## config.mk

```make
export PLATFORM = sky130hd
export DESIGN_NAME = gcs_scan_ctrl
export DESIGN_NICKNAME = d
export VERILOG_FILES = /design/src/design/gcs_pkg.sv /design/src/design/gcs_coil_mem.sv /design/src/design/gcs_scan_ctrl.sv
export VERILOG_INCLUDE_DIRS = /design/src /design/src/design
export SDC_FILE = /design/constraint.sdc
export NUM_CORES = 1
export LEC_CHECK = 0
export BUFFER_PORTS_ARGS = -buffer_cell sky130_fd_sc_hd__buf_2
export CAP_MARGIN = 40
export CORE_UTILIZATION = 37
export CTS_CLUSTER_DIAMETER = 80
export DETAILED_ROUTE_END_ITERATION = 10
export HOLD_SLACK_MARGIN = 0.02
export PLACE_DENSITY_LB_ADDON = 0.2
export SLEW_MARGIN = 5
export SYNTH_ARGS = -nofsm -noshare
export SYNTH_HDL_FRONTEND = slang
export SYNTH_SLANG_ARGS = --single-unit
```

## constraint.sdc

```tcl
create_clock -name clock -period 4.2 [get_ports clock]
set_clock_uncertainty 0.1 [all_clocks]
set_input_delay 0.21 -clock clock [delete_from_list [all_inputs] [get_ports clock]]
set_output_delay 0.21 -clock clock [all_outputs]
set_load 0.05 [all_outputs]
```

## src/design/gcs_consts.svh

```systemverilog
// Summary of operation
// in manual mode setting the scan start bit runs one scan
// scan start copies every master magnitude and direction to slave
// scan start bit clears when coil 11 service begins
// clear point is the same whether or not last gauge enabled
// clearing at coil 11 leaves two coil periods before scan ends
// after a manual scan the sequencer idles until start set again
// writing one to a still-set start bit is ignored
// in automatic mode start bit writes do nothing
// mode select one means automatic repeating, zero means manual
// wait mode keeps clocks and scanning running as normal
// in wait mode coils keep latest magnitude and direction
// software enables sync interrupt to wake from wait in manual mode
// stop entry clears every gauge enable bit
// stop entry leaves all other register bits unchanged
// stop entry resets sequencer so a fresh scan starts later; a manual scan stopped before coil 11 keeps start set and the sequencer idle
// a scan updates twelve coils in order, one period each
// sync flag sets at coil 11 in both modes, may interrupt
// manual mode transfers master to slave at each gauge start
// scan start bit reads one from set until coil 11 clear
`ifndef GCS_CONSTS_SVH
`define GCS_CONSTS_SVH
`define GCS_ADDR_SCAN_CTRL 4'h0
`define GCS_ADDR_GAUGE_EN 4'h1
`define GCS_ADDR_MASK 4'h2
`define GCS_ADDR_IRQ 4'h3
`define GCS_ADDR_CTRL 4'h4
`define GCS_ADDR_COIL 4'h8
`define GCS_ADDR_CPTR 4'h9
`define GCS_ADDR_CMAG 4'ha
`define GCS_ADDR_CDIR 4'hb
`define GCS_BIT_START 0
`define GCS_BIT_AUTO 1
`define GCS_BIT_SYNC_CLR 2
`define GCS_BIT_SYNC_FLAG 3
`define GCS_BIT_SYNC_IE 4
`define GCS_BIT_CLK_SEL0 5
`define GCS_BIT_CLK_SEL1 6
`define GCS_SCAN_CTRL_RESET 8'h00
`define GCS_SYNC_COIL 4'ha
`define GCS_LAST_COIL 4'hb
`define GCS_BASE_DIV 512
`endif

```

## src/design/gcs_pkg.sv

```systemverilog
package gcs_pkg;
  typedef enum logic [2:0] {
    GCS_IDLE = 3'b001,
    GCS_XFER = 3'b010,
    GCS_COIL = 3'b100
  } gcs_state_e;
endpackage

```

## src/design/gcs_coil_mem.sv

```systemverilog
`timescale 1ns/1ps
module gcs_coil_mem #(
  parameter int WIDTH = 9,
  parameter int DEPTH = 12
) (
  // clock
  input wire logic clock,
  // write port
  input wire logic wr_en,
  input wire logic [3:0] wr_addr,
  input wire logic [WIDTH-1:0] wr_data,
  // read port
  input wire logic [3:0] rd_addr,
  output logic [WIDTH-1:0] rd_data
);
  logic [WIDTH-1:0] mem [DEPTH];
  // the address ports are four bits wide
  if (DEPTH > 16 || DEPTH < 1) begin : g_bad_depth
    $error("depth out of range");
  end
  always_ff @(posedge clock) begin
    if (wr_en) begin
      mem[wr_addr] <= wr_data;
    end
    rd_data <= mem[rd_addr];
  end
endmodule

```

## src/design/gcs_scan_ctrl.sv

```systemverilog
// Decided for this implementation: the plain strobed port and the register offsets.
`timescale 1ns/1ps
`include "gcs_consts.svh"
module gcs_scan_ctrl #(
  parameter int NUM_COILS = 12,
  parameter int MAG_WIDTH = 8,
  parameter int BASE_DIV = `GCS_BASE_DIV
) (
  // clock and reset
  input wire logic clock,
  input wire logic resetn,
  // low power
  input wire logic stop_entry,
  // register port
  input wire logic [3:0] addr,
  input wire logic [7:0] wdata,
  input wire logic wr,
  input wire logic rd,
  output logic [7:0] rdata,
  // interrupt
  output logic irq,
  // coil drive, one coil per update period
  output logic [3:0] coil_index,
  output logic [MAG_WIDTH-1:0] coil_magnitude,
  output logic coil_direction,
  output logic coil_drive_on,
  output logic coil_update
);
  localparam int DW = MAG_WIDTH + 1;

  // a slot shorter than four clocks would outrun the coil memory read path
  localparam bit BAD_PARAM = NUM_COILS != 12 || MAG_WIDTH < 1 || MAG_WIDTH > 8
                             || BASE_DIV < 4 || BASE_DIV > 1024;
  if (BAD_PARAM) begin : g_bad_param
    $error("unsupported parameters");
  end

  typedef struct packed {
    gcs_pkg::gcs_state_e state;
    logic scan_start_bit;
    logic auto_scan_select;
    logic sync_flag;
    logic sync_seen;
    logic sync_interrupt_enable;
    logic [1:0] clk_sel;
    logic [5:0] gauge_enable_reg;
    logic [5:0] irq_mask;
    logic [5:0] irq_status;
    logic [11:0] written;
    logic [3:0] coil_ptr;
    logic [3:0] coil;
    logic [12:0] div_cnt;
    logic [7:0] rdata;
    logic irq;
    logic [3:0] coil_index;
    logic [MAG_WIDTH-1:0] coil_magnitude;
    logic coil_direction;
    logic coil_drive_on;
    logic coil_update;
  } gcs_regs_s;

  gcs_regs_s r;
  gcs_regs_s next_r;

  // ***************************************************
  // master and slave buffers
  // ***************************************************
  logic [DW-1:0] master [12];
  logic [DW-1:0] slave [12];
  logic [11:0] load_slave;
  logic [DW-1:0] slave_rd;
  logic [DW-1:0] master_wdata;
  logic master_wr;

  assign master_wr = wr && (addr == `GCS_ADDR_CMAG || addr == `GCS_ADDR_CDIR);
  always_comb begin
    master_wdata = master[r.coil_ptr];
    if (addr == `GCS_ADDR_CMAG) begin
      master_wdata[MAG_WIDTH-1:0] = wdata[MAG_WIDTH-1:0];
    end else begin
      master_wdata[MAG_WIDTH] = wdata[0];
    end
  end

  genvar gi;
  generate
    for (gi = 0; gi < 12; gi++) begin : g_coil
      always_ff @(posedge clock) begin
        if (!resetn) begin
          master[gi] <= '0;
          slave[gi] <= '0;
        end else begin
          if (master_wr && r.coil_ptr == 4'(gi)) begin
            master[gi] <= master_wdata;
          end
          if (load_slave[gi]) begin
            slave[gi] <= master[gi];
          end
        end
      end
    end
  endgenerate

  // current coil's slave word, refreshed every clock; the drive reads it back registered
  gcs_coil_mem #(.WIDTH(DW), .DEPTH(12)) u_mem (
    .clock(clock),
    .wr_en(1'b1),
    .wr_addr(r.coil),
    .wr_data(slave[r.coil]),
    .rd_addr(r.coil),
    .rd_data(slave_rd)
  );

  // ***************************************************
  // sequencer and register logic
  // ***************************************************
  logic tick;
  logic [12:0] div_max;
  logic start_req;
  logic gauge_first;
  logic sync_set;

  always_comb begin
    div_max = 13'((BASE_DIV << r.clk_sel) - 1);
    tick = (r.div_cnt == div_max);
    gauge_first = ~r.coil[0];
    sync_set = (r.state == gcs_pkg::GCS_XFER) && (r.coil == `GCS_SYNC_COIL);
    // ignore while set, R8 no effect in auto
    start_req = wr && addr == `GCS_ADDR_SCAN_CTRL && wdata[`GCS_BIT_START]
                && !r.scan_start_bit && !r.auto_scan_select;
  end

  always_comb begin
    next_r = r;
    load_slave = '0;
    next_r.coil_update = 1'b0;
    // divider free running in wait mode too
    next_r.div_cnt = tick ? 13'h0000 : r.div_cnt + 13'h0001;

    if (start_req) begin
      // manual start
      next_r.scan_start_bit = 1'b1;
      // transfer all coils
      load_slave = 12'hfff;
    end

    case (r.state)
      gcs_pkg::GCS_IDLE: begin
        // auto repeats, manual waits for start
        if (r.auto_scan_select || start_req) begin
          next_r.state = gcs_pkg::GCS_XFER;
          next_r.coil = 4'h0;
          next_r.div_cnt = 13'h0000;
        end
      end
      gcs_pkg::GCS_XFER: begin
        // transfer at each gauge start, pair written in auto
        if (gauge_first && (!r.auto_scan_select
            || (r.written[r.coil] && r.written[r.coil + 4'h1]))) begin
          load_slave[r.coil] = 1'b1;
          load_slave[r.coil + 4'h1] = 1'b1;
          next_r.written[r.coil] = 1'b0;
          next_r.written[r.coil + 4'h1] = 1'b0;
        end
        next_r.state = gcs_pkg::GCS_COIL;
        // clear at coil 11 regardless of enables
        if (r.coil == `GCS_SYNC_COIL) begin
          next_r.scan_start_bit = 1'b0;
          // sync flag in either mode
          next_r.sync_flag = 1'b1;
          next_r.irq_status[0] = 1'b1;
        end
      end
      gcs_pkg::GCS_COIL: begin
        // one period per coil, R5 two periods left after coil 11
        if (tick) begin
          next_r.coil_update = 1'b1;
          if (r.coil == `GCS_LAST_COIL) begin
            // idle after manual scan, unless software set start again in the tail
            if (r.auto_scan_select || next_r.scan_start_bit) begin
              next_r.state = gcs_pkg::GCS_XFER;
            end else begin
              next_r.state = gcs_pkg::GCS_IDLE;
            end
            next_r.coil = 4'h0;
          end else begin
            next_r.state = gcs_pkg::GCS_XFER;
            next_r.coil = r.coil + 4'h1;
          end
        end
      end
      default: next_r.state = gcs_pkg::GCS_IDLE;
    endcase

    if (master_wr) begin
      next_r.written[r.coil_ptr] = (addr == `GCS_ADDR_CMAG) | r.written[r.coil_ptr];
    end

    // register writes
    if (wr) begin
      case (addr)
        `GCS_ADDR_SCAN_CTRL: begin
          next_r.auto_scan_select = wdata[`GCS_BIT_AUTO];
          next_r.sync_interrupt_enable = wdata[`GCS_BIT_SYNC_IE];
          next_r.clk_sel = {wdata[`GCS_BIT_CLK_SEL1], wdata[`GCS_BIT_CLK_SEL0]};
          // set of the flag in this cycle wins over the clear
          if (wdata[`GCS_BIT_SYNC_CLR] && r.sync_seen && !sync_set) begin
            next_r.sync_flag = 1'b0;
            // a later clear needs a fresh read that shows the flag set
            next_r.sync_seen = 1'b0;
          end
        end
        `GCS_ADDR_GAUGE_EN: next_r.gauge_enable_reg = wdata[5:0];
        `GCS_ADDR_MASK: next_r.irq_mask = wdata[5:0];
        `GCS_ADDR_CPTR: next_r.coil_ptr = (wdata[3:0] > `GCS_LAST_COIL) ? `GCS_LAST_COIL : wdata[3:0];
        default: ;
      endcase
    end

    // register reads, data one cycle later
    next_r.rdata = 8'h00;
    if (rd) begin
      case (addr)
        `GCS_ADDR_SCAN_CTRL: begin
          // start bit reads back until cleared
          next_r.rdata = {1'b0, r.clk_sel, r.sync_interrupt_enable, r.sync_flag, 1'b0,
                          r.auto_scan_select, r.scan_start_bit};
          next_r.sync_seen = r.sync_flag;
        end
        `GCS_ADDR_GAUGE_EN: next_r.rdata = {2'b00, r.gauge_enable_reg};
        `GCS_ADDR_MASK: next_r.rdata = {2'b00, r.irq_mask};
        `GCS_ADDR_IRQ: begin
          next_r.rdata = {2'b00, r.irq_status};
          // read clears, but a new event this cycle survives
          next_r.irq_status[0] = sync_set;
        end
        `GCS_ADDR_COIL: next_r.rdata = {4'h0, r.coil};
        `GCS_ADDR_CPTR: next_r.rdata = {4'h0, r.coil_ptr};
        `GCS_ADDR_CMAG: next_r.rdata = 8'(master[r.coil_ptr][MAG_WIDTH-1:0]);
        `GCS_ADDR_CDIR: next_r.rdata = {7'h00, master[r.coil_ptr][MAG_WIDTH]};
        default: next_r.rdata = 8'h00;
      endcase
    end

    // stop clears enables, sequencer and pair written flags only
    if (stop_entry) begin
      next_r.gauge_enable_reg = 6'h00;
      next_r.state = gcs_pkg::GCS_IDLE;
      next_r.coil = 4'h0;
      next_r.div_cnt = 13'h0000;
      next_r.written = '0;
    end

    // sync interrupt, plus masked status
    next_r.irq = (next_r.sync_flag & next_r.sync_interrupt_enable)
                 | |(next_r.irq_status & next_r.irq_mask);
    // coils keep slave values, disabled gauges stay off
    next_r.coil_index = r.coil;
    next_r.coil_magnitude = slave_rd[MAG_WIDTH-1:0];
    next_r.coil_direction = slave_rd[MAG_WIDTH];
    next_r.coil_drive_on = (r.state == gcs_pkg::GCS_COIL) && r.gauge_enable_reg[r.coil[3:1]];
  end

  always_ff @(posedge clock) begin
    if (!resetn) begin
      r <= '0;
      r.state <= gcs_pkg::GCS_IDLE;
    end else begin
      r <= next_r;
    end
  end

  assign rdata = r.rdata;
  assign irq = r.irq;
  assign coil_index = r.coil_index;
  assign coil_magnitude = r.coil_magnitude;
  assign coil_direction = r.coil_direction;
  assign coil_drive_on = r.coil_drive_on;
  assign coil_update = r.coil_update;
endmodule

```

After elaboration in Yosys (flattened, before gate mapping). Memories as Yosys holds them, arrays and structs flattened. A register that Yosys moved wholly into a read port is not among the register bits. Cells that the tools add are included.

Bits in registers: 80. RAM bits: 324. Input port bits: 17. Output and inout bits: 24. Word-level logic and storage cells: 296. Memories: 3.

Add/sub/neg operators: 3. $lt $le $gt $ge: 8. Eq/ne operators: 26. Shift operators: 1. Muxes and demuxes: 153. Bitwise logic cells: 36. Reductions and logical operators: 45.

Memory list: master (words 12, width 9, rd ports 13, clocked after memory_dff 1, write ports 12, RTL line gcs_scan_ctrl.sv:68) `logic [DW-1:0] master [12];`; slave (words 12, width 9, rd ports 1, clocked after memory_dff 1, write ports 12, RTL line gcs_scan_ctrl.sv:69) `logic [DW-1:0] slave [12];`; u_mem.mem (words 12, width 9, rd ports 1, clocked after memory_dff 1, write ports 1, RTL line gcs_coil_mem.sv:16) `logic [WIDTH-1:0] mem [DEPTH];`.

Operators with widths (number): 9-bit 2-to-1 mux (24); 1-bit 2-to-1 mux (92); 8-bit one-hot mux with 8 select lines (1); 12-bit 2-to-1 mux (5); 4-bit == test (second input constant) (10); 13-bit 2-to-1 mux (3); 17-bit 2-to-1 mux (2); 4-bit 2-to-1 mux (7); 1-bit logical AND (26); 1-bit OR (26); 12-bit bitwise AND (2); 12-bit inverter (2); 12-bit OR (2); 4-bit by 2-bit == test with 1-bit output (second input constant) (4); 4-bit by 3-bit == test with 1-bit output (second input constant) (4); 4-bit by 5-bit less-than comparator with 1-bit output (second input constant) (3); 13-bit by 1-bit adder with 13-bit output (second input constant) (1); 13-bit == test (1); 10-bit by 2-bit << shifter with 13-bit output (first input constant) (1); 13-bit by 2-bit subtractor with 13-bit output (second input constant) (1); 1-bit binary-select mux with 4-bit select (3); 12-bit bitwise mux (1); 1-bit demux with 4-bit select (3); 4-bit by 1-bit greater-or-equal comparator with 1-bit output (second input constant) (3); other kinds (27) (45).

Longest topological paths before layout.
Depth in word-level cells: 14. Depth in mapped cells: 12. Gate-level depth less buffers: 8.

Hierarchy. From an unflattened synthesis, not the netlist that was laid out.

Cells, all modules: 1388. Area total of the unflattened synthesis: 18645.4 sq um.

By module, submodules not included: gcs_scan_ctrl (times used 1, cells each 1187, area an instance 14282.4 sq um, sequential area each 8247.9 sq um); gcs_coil_mem (times used 1, cells each 201, area an instance 4362.9 sq um, sequential area each 3423.3 sq um).

Worst setup path after synthesis. No wires, ideal clock.

Kind: reg-to-reg. Start: reg r, in the netlist next_r[11]. End: mem slave[0][0] (netlist name), enable pin. Library setup time: 0.372 ns. Data arrival time: 3.376 ns. Required time: 3.728 ns. Path slack: 0.352 ns. Stages on the path, launching flop included: 11. Buffers on the path: 4. Period minus slack after synthesis: 3.848 ns. Path through: dfxtp_1 -> buf_2 -> buf_1 -> inv_1 -> ha_1 -> buf_6 -> mux4_1 -> a31o_2 -> o31ai_2 -> clkbuf_1 -> o21ai_0.

RTL lines: start, declared (RTL line gcs_scan_ctrl.sv:62) `gcs_regs_s r;`; start signal, assigned (RTL line gcs_scan_ctrl.sv:269) `r <= next_r;`; end, declared (RTL line gcs_scan_ctrl.sv:69).

==> reports/metrics.cfg <==
[outcome]
status=finished, final reports clean

[global_route]
use_met3_pct=3.487
grtUsageMet2_pct=31.39
track_usage_pct=19.70
use_met1_pct=27.61
grt-ovfl-total=0
grt_pass1_vias=11190
antenna_found_initial=3
top_usage_layer=met2
grt_pass1_wl_um=73040
grt_max_degree=44

[clocking]
cts_tree=done
htree_levels=2
tritoncts.num_buffers=47
root_buffer=clkbuf_16
cts_resized=0
clkLatencyLatePin_ps=590
clockBufferDepth=3
path_clk_slew_ps=60
cts_sinks=421

[worst_setup_path]
critPathMaxFanout=11
reg2reg_from=next_r[12]
cp.required_ps=4430
critical_path_arrival_ps=3760
criticalPathCategory=reg2reg
start_kind=register
crit_path_end_kind=register
crit_start=next_r[12]

[timing]
hold_viol_final=0
timing.fmax_ghz=0.2834
setup_tns_ps=0
min_period_over_period_pct=84.03
relSlewSlack_pct=40.61
slew_violations=0
tightest_slew_ps=889.6
setup_violations=0
final.min_clock_period_ps=3529
grt_setup_unrepaired=no

[power_and_ir_drop]
ir_drop_v=0.0003125
p_per_area_mw_per_mm2=419.3
p_leak_nw=7.322

[synth]
synth-edff-count=324
ys_ff_latch=421
synth_ff_type=edfxtp_1
ys_async_sr_fraction_pct=0
syn_area_mm2=0.01856
synthCells=1366
synth.avg_cell_area_um2=13.59
postSynthNetCount=1392
ys_types=64
yosysWarningCount=0
seq_area_frac_synth_pct=62.88

[hold_path]
holdCritStartpoint=addr[2]
hp-class=in2reg

[placement]
gp_congestion=0.8607
dpl.hpwl_um=34690
portBuffers=40
numPlacedInstances=2031

[final_layout]
layout-drive-gt1-share_pct=20.75
fin_nets=1454
synthToLayoutAreaGrowth_pct=13.87
fillCellCount=4571
layout_commonest_cell=edfxtp_1
final_cells=2130
layout_common_cells=edfxtp_1, nor2_1, nand2_1

[route]
routed_via_density=5.338
drt-total-wl_um=49000
drtIter0Drc=1181
antenna_left=0
wl_per_cell_um=23.01
drc=0
via_count=11369
drt-pass1-iter-count=6

[floorplan]
die_h_um=226.0
die_area_mm2=0.05106
fp.dieW_um=226.0
io_pins=41
num_rows=81
coreArea_mm2=0.04925
initial_core_util_pct=37.68

[flow_run]
maxCapViolations=0

-- where the power goes --
part,switching (W),total (W),internal [W]
clock,0.00171,0.00390,0.00219
combinational,0.000235,0.000348,0.000113
sequential,0.0000535,0.00461,0.00456
total,0.00200,0.00886,0.00686
-- critical path, cell delays in order, from the launching register on --
cell and delay [ps]:
dfxtp_2 460, inv_1 160, ha_1 440, mux4_1 570
o211ai_1 100, o21ai_1 160, nor3_2 670, o31a_2 370
and2b_2 250
-- layout make-up --
type	instances	area, um2	area share [%]
Sequential cell	421	11680	55.25
Timing Repair Buffer	105	733.2	3.469
Tap cell	664	830.8	3.931
Inverter	17	63.81	0.3019
Multi-Input combinational cell	836	6380	30.19
Clock buffer	60	1255	5.938
Antenna cell	1	2.502	0.01184
Clock inverter	26	193.9	0.9176
-- metrics by stage --
stage / hold WS, ps / area, um2 / worst slack, ps / utilization (%) / total power (W)
after global routing: 63.17 / 21130 / 405.8 / 42.91 / 0.009124
after detailed placement: 317.7 / 19560 / 661.3 / 39.72 / 0.005042
final: 48.68 / 21140 / 670.8 / 42.91 / 0.008861
after CTS: 22.32 / 21130 / 639.4 / 42.91 / 0.008926
after global placement: 316.8 / 19510 / 716.0 / 39.61 / 0.005034
after floorplan: 250.1 / 18560 / 352.1 / - / 0.004870
-- sequential cells by signal, summed over array words and instances (netlist names), named ones only --
register        flops
irq                 1
u_mem.rd_data       9
coil_magnitude      8
coil_update         1
coil_index          4
coil_drive_on       1
next_r              4
u_mem.mem         108
rdata               8
master            108
r                  52
slave             108
coil_direction      1
-- logic make-up after synthesis --
kind of cell / count (synthesis) / share of synthesized area, %
simple gates: 512 / 13.49
mux: 149 / 14.17
xor+xnor: 12 / 0.5663
fa+ha+maj: 9 / 0.6067
buf+inv: 109 / 2.825
compound gates: 154 / 5.460
flops: 421 / 62.88
-- what timing repair did --
action | 4_1_cts | 5_1_grt
hold endpoints to repair | 47 | 0
hold buffers | 12 | 0
setup buffers | 0 | 0
-- Yosys cell counts (all sizes together) (5+ instances only) --
cell | instances | area share (%)
a21oi | 40 | 1.1
a31oi | 5 | 0.32
and2 | 72 | 2.4
and2b | 27 | 1.3
buf | 56 | 1.8
clkbuf | 36 | 0.73
dfxtp | 97 | 10
edfxtp | 324 | 52
ha | 9 | 0.61
inv | 16 | 0.32
mux2 | 8 | 0.49
mux2i | 52 | 2.8
mux4 | 89 | 11
nand2 | 99 | 2.0
nand2b | 9 | 0.30
nand3 | 17 | 0.46
nand4 | 5 | 0.17
nor2 | 203 | 4.1
nor2b | 41 | 1.4
nor3 | 19 | 0.57
nor4 | 5 | 0.17
o211ai | 15 | 0.61
o21a | 9 | 0.36
o21ai | 41 | 1.1
o22ai | 5 | 0.17
o31a | 6 | 0.32
o31ai | 6 | 0.27
or3 | 5 | 0.20
xnor2 | 7 | 0.33
xor2 | 5 | 0.24
-- layer usage --
| layer | up-vias | share of wire (%) |
|---|---|---|
| li1 | 5152 | - |
| met1 | 5761 | 45 |
| met2 | 381 | 46 |
| met3 | 71 | 6.1 |
| met4 | 4 | 2.0 |
| met5 | - | 0.055 |
-- final timing paths --
kind / endpoint / slack (ps) / depth (start not counted)
worst max register to register: slave[6][2] / 670 / 8
worst max-delay path: slave[6][2] / 670 / 8
worst min-delay path: rdata[4] / 50 / 3
worst min register to register: coil_magnitude[3] / 330 / 1
Note: power is estimated with default switching activity, not from simulation.
